`src/pfs_defines.vh`:
```
// Constants for the forced output stop block of the PWM timer
// Summary of operation
// - Stop 2 starts on trigger; clears at period, or period after reverse edge.
// - Stop 1 comparator selects: bit 5 comparator one, bit 4 comparator zero.
// - Stop 1 starts when a selected trigger turns active, any clear code.
// - Codes 00 and 10 accept a release write at any trigger level.
// - Codes 01 and 11 ignore a release write while the trigger is active.
// - Codes 00/01 clear at once; 10/11 clear at the next period boundary.
// - Timer halted before that boundary keeps stop active until run again.
// - Output state field: Hi-Z or level for stop 1, level for stop 2.
// - Per-output trigger gate bits 1 and 0; 0 disables forced stopping.
// - Stop 2 enables: bits 15,14 external interrupts; 13,12 comparators.
// - Run bit low stops counting and loads all ones; high counts.
`ifndef PFS_DEFINES_VH
`define PFS_DEFINES_VH

// Register addresses
`define PFS_ADDR_CTL      4'h0
`define PFS_ADDR_GATE     4'h1
`define PFS_ADDR_TMR      4'h2
`define PFS_ADDR_STAT     4'h3
`define PFS_ADDR_CNT      4'h4
`define PFS_ADDR_PERIOD   4'h5
`define PFS_ADDR_DUTY0    4'h6
`define PFS_ADDR_DUTY1    4'h7

// Control register fields
`define PFS_S2_EXT1_BIT   15
`define PFS_S2_EXT0_BIT   14
`define PFS_S2_COMPARATOR_ONE_BIT   13
`define PFS_S2_COMPARATOR_ZERO_BIT   12
`define PFS_S2_MODE_BIT   8
`define PFS_S1_COMPARATOR_ONE_BIT   5
`define PFS_S1_COMPARATOR_ZERO_BIT   4
`define PFS_S1_CLRH_BIT   3
`define PFS_S1_CLRL_BIT   2
`define PFS_OST_HI_BIT    1
`define PFS_OST_LO_BIT    0
`define PFS_CTL_MASK      16'hF13F

// Timer control register fields
`define PFS_RUN_BIT       7
`define PFS_RELEASE_BIT   0

// Reset values
`define PFS_CTL_RST       16'h0000
`define PFS_GATE_RST      2'h0
`define PFS_PERIOD_RST    16'h00FF
`define PFS_DUTY_RST      16'h0000
`define PFS_CNT_STOP      16'hFFFF

`endif

```
`src/pfs_top.v`:
```
// Forced output stop logic with its PWM timer and register port
`timescale 1ns/1ps
`include "pfs_defines.vh"

module pfs_top (
	input  wire        core_clk_i,   // Core clock, 200 MHz
	input  wire        nrst_i,       // Asynchronous reset, active low
	input  wire        ce_i,         // Clock enable, freezes all state
	input  wire [3:0]  addr_i,       // Register address
	input  wire [15:0] wr_data_i,    // Register write data
	input  wire        wr_i,         // Write strobe
	input  wire        rd_i,         // Read strobe
	output wire [15:0] rd_data_o,    // Read data, cycle after strobe
	input  wire        cmp_zero_i,   // Comparator zero trigger pin
	input  wire        cmp_one_i,    // Comparator one trigger pin
	input  wire        ext_irq_a_i,  // External interrupt a pin
	input  wire        ext_irq_b_i,  // External interrupt b pin
	output wire [1:0]  pwm_o,        // Timer outputs
	output wire [1:0]  pwm_oe_n_o,   // Output enables, low drives
	output wire [1:0]  stop1_o,      // Stop 1 active per output
	output wire [1:0]  stop2_o       // Stop 2 active per output
);

	// Software registers
	reg [15:0] ctl_reg;
	reg [1:0]  gate_reg;
	reg        run_reg;
	reg [15:0] period_reg;
	reg [15:0] duty0_reg;
	reg [15:0] duty1_reg;
	reg [15:0] rd_data_reg;
	reg [15:0] rd_data_next;

	// Timer state
	reg [15:0] cnt_reg;
	reg [15:0] cnt_next;

	// Pin synchronisers and filtered levels
	reg [3:0]  sync1_reg;
	reg [3:0]  sync2_reg;
	reg [3:0]  sync3_reg;
	reg [3:0]  filt_reg;
	reg        trig1_d_reg;
	reg        trig2_d_reg;

	// Stop state per output
	reg [1:0]  stop1_reg;
	reg [1:0]  stop1_next;
	reg [1:0]  pend1_reg;
	reg [1:0]  pend1_next;
	reg [1:0]  stop2_reg;
	reg [1:0]  stop2_next;
	reg [1:0]  arm2_reg;
	reg [1:0]  arm2_next;

	// Output stage
	reg [1:0]  out_reg;
	reg [1:0]  out_next;
	reg [1:0]  oe_n_reg;
	reg [1:0]  oe_n_next;

	wire       wr_ctl;
	wire       wr_gate;
	wire       wr_tmr;
	wire       release_wr;
	wire       boundary;
	wire       trig1;
	wire       trig2;
	wire       trig1_rise;
	wire       trig2_rise;
	wire       trig2_fall;
	wire       rel_ok;
	wire       rel_now;
	wire       rel_late;
	wire [1:0] pwm_norm;

	integer    i;
	integer    j;

	// Address decode of writes
	assign wr_ctl     = wr_i & (addr_i == `PFS_ADDR_CTL);
	assign wr_gate    = wr_i & (addr_i == `PFS_ADDR_GATE);
	assign wr_tmr     = wr_i & (addr_i == `PFS_ADDR_TMR);
	assign release_wr = wr_tmr & wr_data_i[`PFS_RELEASE_BIT];

	// Register writes
	always @(posedge core_clk_i or negedge nrst_i) begin
		if (!nrst_i) begin
			ctl_reg    <= `PFS_CTL_RST;
			gate_reg   <= `PFS_GATE_RST;
			run_reg    <= 1'b0;
			period_reg <= `PFS_PERIOD_RST;
			duty0_reg  <= `PFS_DUTY_RST;
			duty1_reg  <= `PFS_DUTY_RST;
		end else if (ce_i) begin
			if (wr_ctl) begin
				ctl_reg <= wr_data_i & `PFS_CTL_MASK;
			end
			if (wr_gate) begin
				gate_reg <= wr_data_i[1:0];
			end
			if (wr_tmr) begin
				run_reg <= wr_data_i[`PFS_RUN_BIT];
			end
			if (wr_i && addr_i == `PFS_ADDR_PERIOD) begin
				period_reg <= wr_data_i;
			end
			if (wr_i && addr_i == `PFS_ADDR_DUTY0) begin
				duty0_reg <= wr_data_i;
			end
			if (wr_i && addr_i == `PFS_ADDR_DUTY1) begin
				duty1_reg <= wr_data_i;
			end
		end
	end

	// Read multiplexer, unmapped reads return zero
	always @* begin
		rd_data_next = 16'h0000;
		if (rd_i) begin
			case (addr_i)
				`PFS_ADDR_CTL: begin
					rd_data_next = ctl_reg;
				end
				`PFS_ADDR_GATE: begin
					rd_data_next = {14'h0, gate_reg};
				end
				`PFS_ADDR_TMR: begin
					rd_data_next = {8'h00, run_reg, 7'h0};
				end
				`PFS_ADDR_STAT: begin
					rd_data_next = {10'h0, pend1_reg, stop2_reg,
						stop1_reg};
				end
				`PFS_ADDR_CNT: begin
					rd_data_next = cnt_reg;
				end
				`PFS_ADDR_PERIOD: begin
					rd_data_next = period_reg;
				end
				`PFS_ADDR_DUTY0: begin
					rd_data_next = duty0_reg;
				end
				`PFS_ADDR_DUTY1: begin
					rd_data_next = duty1_reg;
				end
				default: begin
					rd_data_next = 16'h0000;
				end
			endcase
		end
	end

	// Read data register, stands one cycle only
	always @(posedge core_clk_i or negedge nrst_i) begin
		if (!nrst_i) begin
			rd_data_reg <= 16'h0000;
		end else if (ce_i) begin
			rd_data_reg <= rd_data_next;
		end
	end

	// Counter: halted at all ones, wraps at the period value
	always @* begin
		cnt_next = cnt_reg;
		if (!run_reg) begin
			cnt_next = `PFS_CNT_STOP;
		end else if (cnt_reg == period_reg || cnt_reg == `PFS_CNT_STOP) begin
			cnt_next = 16'h0000;
		end else begin
			cnt_next = cnt_reg + 16'h0001;
		end
	end

	// Period boundary only while running, so a halt defers it
	assign boundary = run_reg & (cnt_reg == period_reg);

	always @(posedge core_clk_i or negedge nrst_i) begin
		if (!nrst_i) begin
			cnt_reg <= `PFS_CNT_STOP;
		end else if (ce_i) begin
			cnt_reg <= cnt_next;
		end
	end

	// Three-stage pin synchronisers with agreement filter
	always @(posedge core_clk_i or negedge nrst_i) begin
		if (!nrst_i) begin
			sync1_reg <= 4'h0;
			sync2_reg <= 4'h0;
			sync3_reg <= 4'h0;
			filt_reg  <= 4'h0;
		end else if (ce_i) begin
			sync1_reg <= {ext_irq_b_i, ext_irq_a_i, cmp_one_i, cmp_zero_i};
			sync2_reg <= sync1_reg;
			sync3_reg <= sync2_reg;
			// Filtered level moves only where stages two and three agree
			filt_reg  <= (sync3_reg & ~(sync2_reg ^ sync3_reg)) |
				(filt_reg & (sync2_reg ^ sync3_reg));
		end
	end

	// Selected trigger levels for each stop function
	assign trig1 = (filt_reg[1] & ctl_reg[`PFS_S1_COMPARATOR_ONE_BIT]) |
		(filt_reg[0] & ctl_reg[`PFS_S1_COMPARATOR_ZERO_BIT]);
	assign trig2 = (filt_reg[3] & ctl_reg[`PFS_S2_EXT1_BIT]) |
		(filt_reg[2] & ctl_reg[`PFS_S2_EXT0_BIT]) |
		(filt_reg[1] & ctl_reg[`PFS_S2_COMPARATOR_ONE_BIT]) |
		(filt_reg[0] & ctl_reg[`PFS_S2_COMPARATOR_ZERO_BIT]);

	// Trigger edges
	assign trig1_rise = trig1 & ~trig1_d_reg;
	assign trig2_rise = trig2 & ~trig2_d_reg;
	assign trig2_fall = ~trig2 & trig2_d_reg;

	always @(posedge core_clk_i or negedge nrst_i) begin
		if (!nrst_i) begin
			trig1_d_reg <= 1'b0;
			trig2_d_reg <= 1'b0;
		end else if (ce_i) begin
			trig1_d_reg <= trig1;
			trig2_d_reg <= trig2;
		end
	end

	// Release acceptance and its timing by clear code
	assign rel_ok   = release_wr &
		(~ctl_reg[`PFS_S1_CLRL_BIT] | ~trig1);
	assign rel_now  = rel_ok & ~ctl_reg[`PFS_S1_CLRH_BIT];
	assign rel_late = rel_ok & ctl_reg[`PFS_S1_CLRH_BIT];

	// Next stop state per output, a new trigger wins over a clear
	always @* begin
		stop1_next = stop1_reg;
		pend1_next = pend1_reg;
		stop2_next = stop2_reg;
		arm2_next  = arm2_reg;
		for (i = 0; i < 2; i = i + 1) begin
			// Stop 1 set, immediate clear or deferred clear
			stop1_next[i] = (trig1_rise & gate_reg[i]) |
				(stop1_reg[i] & ~rel_now &
				~(pend1_reg[i] & boundary));
			pend1_next[i] = ~(trig1_rise & gate_reg[i]) & stop1_next[i] &
				((pend1_reg[i] & ~boundary) | rel_late);
			// Stop 2 set, armed by start or reverse edge
			stop2_next[i] = (trig2_rise & gate_reg[i]) |
				(stop2_reg[i] & ~(arm2_reg[i] & boundary));
			arm2_next[i]  = ~(trig2_rise & gate_reg[i]) & stop2_next[i] &
				(arm2_reg[i] | ~ctl_reg[`PFS_S2_MODE_BIT] |
				trig2_fall);
		end
	end

	always @(posedge core_clk_i or negedge nrst_i) begin
		if (!nrst_i) begin
			stop1_reg <= 2'h0;
			pend1_reg <= 2'h0;
			stop2_reg <= 2'h0;
			arm2_reg  <= 2'h0;
		end else if (ce_i) begin
			stop1_reg <= stop1_next;
			pend1_reg <= pend1_next;
			stop2_reg <= stop2_next;
			arm2_reg  <= arm2_next;
		end
	end

	// Normal PWM waveform from the counter
	assign pwm_norm[0] = run_reg & (cnt_reg < duty0_reg);
	assign pwm_norm[1] = run_reg & (cnt_reg < duty1_reg);

	// Output selection, stop 1 takes precedence over stop 2
	always @* begin
		out_next  = pwm_norm;
		oe_n_next = 2'h0;
		for (j = 0; j < 2; j = j + 1) begin
			if (stop1_next[j]) begin
				// Hi-Z for codes 00 and 01
				out_next[j]  = ctl_reg[`PFS_OST_HI_BIT] &
					ctl_reg[`PFS_OST_LO_BIT];
				oe_n_next[j] = ~ctl_reg[`PFS_OST_HI_BIT];
			end else if (stop2_next[j]) begin
				out_next[j]  = ctl_reg[`PFS_OST_LO_BIT];
				oe_n_next[j] = 1'b0;
			end else begin
				out_next[j]  = pwm_norm[j];
				oe_n_next[j] = 1'b0;
			end
		end
	end

	always @(posedge core_clk_i or negedge nrst_i) begin
		if (!nrst_i) begin
			out_reg  <= 2'h0;
			oe_n_reg <= 2'h0;
		end else if (ce_i) begin
			out_reg  <= out_next;
			oe_n_reg <= oe_n_next;
		end
	end

	// Outputs straight from flip-flops
	assign rd_data_o  = rd_data_reg;
	assign pwm_o      = out_reg;
	assign pwm_oe_n_o = oe_n_reg;
	assign stop1_o    = stop1_reg;
	assign stop2_o    = stop2_reg;

endmodule

```
`config.mk`:
```
export PLATFORM = sky130hd
export DESIGN_NAME = pfs_top
export DESIGN_NICKNAME = d
export VERILOG_FILES = /design/src/pfs_top.v
export VERILOG_INCLUDE_DIRS = /design/src
export SDC_FILE = /design/constraint.sdc
export NUM_CORES = 1
export LEC_CHECK = 0
export ABC_AREA = 0
export ABC_CLOCK_PERIOD_IN_PS = 5950
export BUFFER_PORTS_ARGS = -buffer_cell sky130_fd_sc_hd__buf_2
export CAP_MARGIN = 20
export CORE_MARGIN = 10
export CORE_UTILIZATION = 35
export CTS_CLUSTER_DIAMETER = 30
export DETAILED_ROUTE_END_ITERATION = 16
export PLACE_DENSITY_LB_ADDON = 0.1
export SKIP_CTS_REPAIR_TIMING = 1
export SLEW_MARGIN = 30
export SYNTH_ARGS = -nofsm -noshare
export SYNTH_HDL_FRONTEND = slang
export SYNTH_SLANG_ARGS = --single-unit
export TNS_END_PERCENT = 10
```
`constraint.sdc`:
```
create_clock -name core_clk_i -period 5.95 [get_ports core_clk_i]
set_input_delay 0.595 -clock core_clk_i [delete_from_list [all_inputs] [get_ports core_clk_i]]
set_output_delay 0.595 -clock core_clk_i [all_outputs]
set_load 0.03 [all_outputs]
```
* Yosys cells after proc, flatten, opt, wreduce, memory -nomap -nowiden
Cells that the tools add are included.
** Storage, ports and cells
- Flip-flop bits (word level) :: 124
- Input port bits :: 29
- Output and inout port bits :: 24
- Logic and storage cells :: 135
** Cells by class
- Add/sub/neg operators :: 1
- Magnitude comparators :: 2
- Eq/ne operators :: 9
- Muxes and demuxes :: 10
- Bitwise operators :: 82
- Reduce and logical (&&, ||, !) cells :: 11
** Operator list (number)
- 16-bit one-hot mux with 8 select lines :: 1
- 16-bit two-way mux :: 3
- 1-bit AND :: 44
- 16-bit less-than comparator :: 2
- 1-bit NOT :: 18
- 16-bit by 1-bit adder with 16-bit output, second input constant :: 1
- 16-bit equality test :: 1
- 16-bit equality test, second input constant :: 1
- 4-bit by 3-bit equality test with 1-bit output, second input constant :: 4
- 1-bit bitwise OR :: 15
- 2-bit AND reduction :: 6
- 4-bit AND :: 2
- 4-bit by 2-bit equality test with 1-bit output, second input constant :: 2
- 1-bit two-way mux :: 6
- 4-bit by 1-bit equality test with 1-bit output, second input constant :: 1
- 4-bit logical NOT :: 1
- 4-bit NOT :: 1
- 4-bit bitwise OR :: 1
- 4-bit bitwise XOR :: 1
- 1-bit logical AND :: 3
- 1-bit logical OR :: 1

* Logic depth before layout (Yosys ltp)
- Depth after elaboration :: 12
- Mapped depth :: 8
- Mapped depth without buffers :: 8

* Least setup slack after synthesis
No wires, ideal clock.
- Kind :: input -> register
- Start point :: in addr_i[3]
- End point :: reg ctl_reg[12]
- Library setup time :: 0.125 ns
- Arrival time :: 1.985 ns
- Required time :: 5.825 ns
- Path slack :: 3.840 ns
- Cell stages on the path :: 5
- Buffers on the path :: 2
- Cell sequence :: buf_4 nor4_2 and2b_1 buf_2 mux2_2
** Between the ends
- Word-level cells in the longest chain between the ends :: 3
** Ends and longest elaborated chain
- from (decl) :: line pfs_top.v:9 : input wire [3:0] addr_i,
- 4-bit logical NOT
- 1-bit AND :: line pfs_top.v:81 : assign wr_ctl = wr_i & (addr_i == `PFS_ADDR_CTL);
- 2-bit AND reduction (no source line)
- to (signal assigned) :: line pfs_top.v:89 : ctl_reg <= `PFS_CTL_RST;
- to (signal assigned) :: line pfs_top.v:97 : ctl_reg <= wr_data_i & `PFS_CTL_MASK;
- to (decl) :: line pfs_top.v:25 : reg [15:0] ctl_reg;
Every way passes these cells.
A chain may end at the register's enable or synchronous reset.

==> results.sh <==
export IMPL_cts_tree="yes"
export IMPL_gr_usage_met1=0.2314
export IMPL_final_common_cell="dfrtp_1"
export IMPL_firstDrtPassIters=5
export IMPL_vias=5509
export IMPL_arrival_ns=2.95
export IMPL_numCtsBuffers=17
export IMPL_combPwrFrac=0.305
export IMPL_fmax_mhz=383.4
export IMPL_yosysWarningCount=0
export IMPL_drive_above_1_share=0.2520
export IMPL_worstSetupPathType="in2reg"
export IMPL_port_buffer_count=52
export IMPL_status="completed"
export IMPL_synth_distinct_cells=69
export IMPL_synth_cell_area_um2=7023
export IMPL_yosys_area_top_type_share=0.3563
export IMPL_grt_util_all_layers=0.1653
export IMPL_worstPathRequired_ns=6.29
export IMPL_htree_levels=4
export IMPL_p_total_w=0.003378
export IMPL_postSynthAreaPerCell_um2=10.02
export IMPL_cp_startpoint="ce_i"
export IMPL_endpoint_kind="register"
export IMPL_grt_pass1_vias=5482
export IMPL_grt_pass1_wl_um=33470
export IMPL_met3_usage=0.04373
export IMPL_syn_num_nets=761
export IMPL_gp_congestion=0.8948
export IMPL_path_clk_slew_ns=0.07
export IMPL_pin_count=53
export IMPL_synth_seq_cells=124
export IMPL_totalWireLength_um=21290
export IMPL_cts_root_buf="clkbuf_16"
export IMPL_rsz0062_at_grt="false"
export IMPL_min_period_over_period=0.4383
export IMPL_powerDensity_nw_per_um2=420.5
export IMPL_worst_pin_slew_ns=0.8597
export IMPL_overflow=0
export IMPL_syn2layout_area_growth_pct=14.41
export IMPL_rr_worst_depth=6
export IMPL_cpMostUsedCell="buf_4"
export IMPL_stdcell_area_um2=8035
export IMPL_route_detailed_drc=0
export IMPL_pwr_share_seq=0.395
export IMPL_crit_fanout=59
export IMPL_regArea_um2=3133
export IMPL_dieArea_um2=26130
export IMPL_async_reset_ff_frac=1.000
export IMPL_maxCapViolCount=0
export IMPL_cts_num_sinks=124
export IMPL_min_period_ns=2.608
export IMPL_use_met2=0.2461
export IMPL_ir_worst_vdd_uv=200.8
export IMPL_fin_ws_ns=3.342
export IMPL_synth_area_top_cells="dfrtp_1 (36%), dfstp_2 (9.0%), mux2_2 (8.2%), ha_1 (5.5%), o21ai_0 (4.1%)"
export IMPL_timing_rr_end="pwm_o[0]"
export IMPL_synthCells=701
export IMPL_ctsLongestPathBuffers=2
export IMPL_worstSkewPairLatency_ns=0.43
export IMPL_seq_area_frac_synth=0.4461
export IMPL_regToRegStartpoint="cnt_reg[14]"
export IMPL_fp_row_count=51
export IMPL_placed_area_um2=7462
export IMPL_p_sw_w=0.001311
export IMPL_yosysTopAreaCell="dfrtp_1"
export IMPL_final_cell_mix="dfrtp_1 (100), inv_1 (65), nand2_1 (60)"
export IMPL_grt_max_degree=71
export IMPL_hp_class="in2async"
export IMPL_final_nets=797
export IMPL_r2r_setup_slack_ns=3.36
export IMPL_finalSetupTns_ns=0
export IMPL_wl_per_cell_um=20.95
export IMPL_slew_headroom=0.4196
export IMPL_start_util=0.3585
export IMPL_antenna_found_initial=3
export IMPL_multi_input_area_um2=3443
export IMPL_slew_violations=0
export IMPL_fillerInstances=1937
export IMPL_critPathCapture="pwm_o[0]"
export IMPL_p_int_w=0.002067
export IMPL_path_cells="buf_4 -> buf_4 -> nand2_1 -> a2111oi_0 -> buf_4 -> a31oi_1 -> o221ai_1"
export IMPL_swShare=0.3882
export IMPL_core_um2=19590
export IMPL_die_h_um=161.7
export IMPL_fin_skew_ns=0.009460
export IMPL_crit_path_max_incr_delay_ns=0.71
export IMPL_leakagePower_nw=3.567
export IMPL_setup_viol=0
export IMPL_synth_edff_count=0
export IMPL_cp_start_kind="primary input"
export IMPL_dp_slack_ns=2.895
export IMPL_first_iter_violations=508
export IMPL_final_util=0.4102
export IMPL_hold_viol=0
export IMPL_grt_most_used_layer="met2"
export IMPL_via_per_inst=5.422
export IMPL_drtAntennaViolNets=0
export IMPL_worst_path_max_delay_cell="a2111oi_0"
export IMPL_p_clk_frac=0.300
export IMPL_dp_hpwl_um=15240
export IMPL_fp_dieW_um=161.7
export IMPL_synth_flop_cell="dfrtp_1"
-- Yosys cell counts (3+ instances only) --
cell type	instances
ha_1	31
nor2b_1	5
nand2_1	60
mux2i_1	9
mux4_2	4
and3_1	5
nor4_1	3
a31oi_1	5
a211oi_1	4
a222oi_1	3
dfstp_2	24
a211o_1	3
nand3_2	4
o21ai_0	58
a221o_1	3
a21o_1	9
and2_1	4
o22ai_1	15
nand4_1	13
mux2_2	51
buf_6	4
o21ai_1	3
nand3_1	11
nand2b_1	8
xor2_1	16
dfrtp_1	100
inv_1	65
o31ai_1	7
buf_2	10
nor2_1	29
a22o_1	15
buf_4	4
nor3_1	11
a21oi_1	31
clkbuf_1	21
a22oi_1	8
o2111ai_1	3
nand3b_1	3
-- metrics by stage --
stage	cells	hold WS, ns
final	1016	0.2560
after floorplan	701	0.2994
after global placement	983	0.4663
after detailed placement	983	0.4858
after CTS	1015	0.2668
after global routing	1015	0.2945
-- layer usage --
| metal | wire length [um] | up-vias |
|---|---|---|
| met5 | 20 | - |
| met4 | 206 | 4 |
| met3 | 1356 | 19 |
| met2 | 9485 | 147 |
| met1 | 10220 | 2735 |
| li1 | - | 2604 |
-- power groups by stage --
stage	clock network, W	registers [W]	logic (W)
2_1_floorplan	0	0.00128	0.000750
3_3_place_gp	0	0.00134	0.00101
3_5_place_dp	0	0.00134	0.00103
4_1_cts	0.00103	0.00133	0.00103
5_1_grt	0.00107	0.00137	0.00116
6_report	0.00101	0.00133	0.00103
-- kinds of logic (layout without fill, tap and decap cells) --
family                     count (synthesis)  count (layout)  synth area share
xor gates and xnor gates                  16              16           0.01995
DFF                                      124             124            0.4461
AOI/OAI and AO/OA                        191             191            0.1824
adders and majority gates                 31              31           0.05523
muxes                                     64              64            0.1074
other                                      0               1                 0
and+or+nand+nor                          169             169            0.1238
buffers and inverters                    106             155           0.06503
-- critical path: cells and delay by family --
family / cells / cell delay, ns
compound gates: 3 / 0.96
simple gates: 1 / 0.15
buf+inv: 3 / 1.18
-- worst min path at each step --
| stage | endpoint | startpoint |
|---|---|---|
| 5_1_grt | run_reg | nrst_i |
| 6_report | run_reg | nrst_i |
| 3_3_place_gp | register | sync3_reg[1] |
| 4_1_cts | run_reg | nrst_i |
| 3_5_place_dp | register | sync3_reg[1] |
| 2_1_floorplan | asynchronous set/reset pin | nrst_i |
-- area by class of cell --
type | instances | area share
multi-input cells | 471 | 0.4285
flip-flops and latches | 124 | 0.3899
clock buffers | 17 | 0.05294
well taps | 265 | 0.04126
repair buffers | 58 | 0.03908
inverters | 65 | 0.03036
clock inverters | 15 | 0.01760
diodes | 1 | 0.0003114
(Power assumes the default switching activity.)
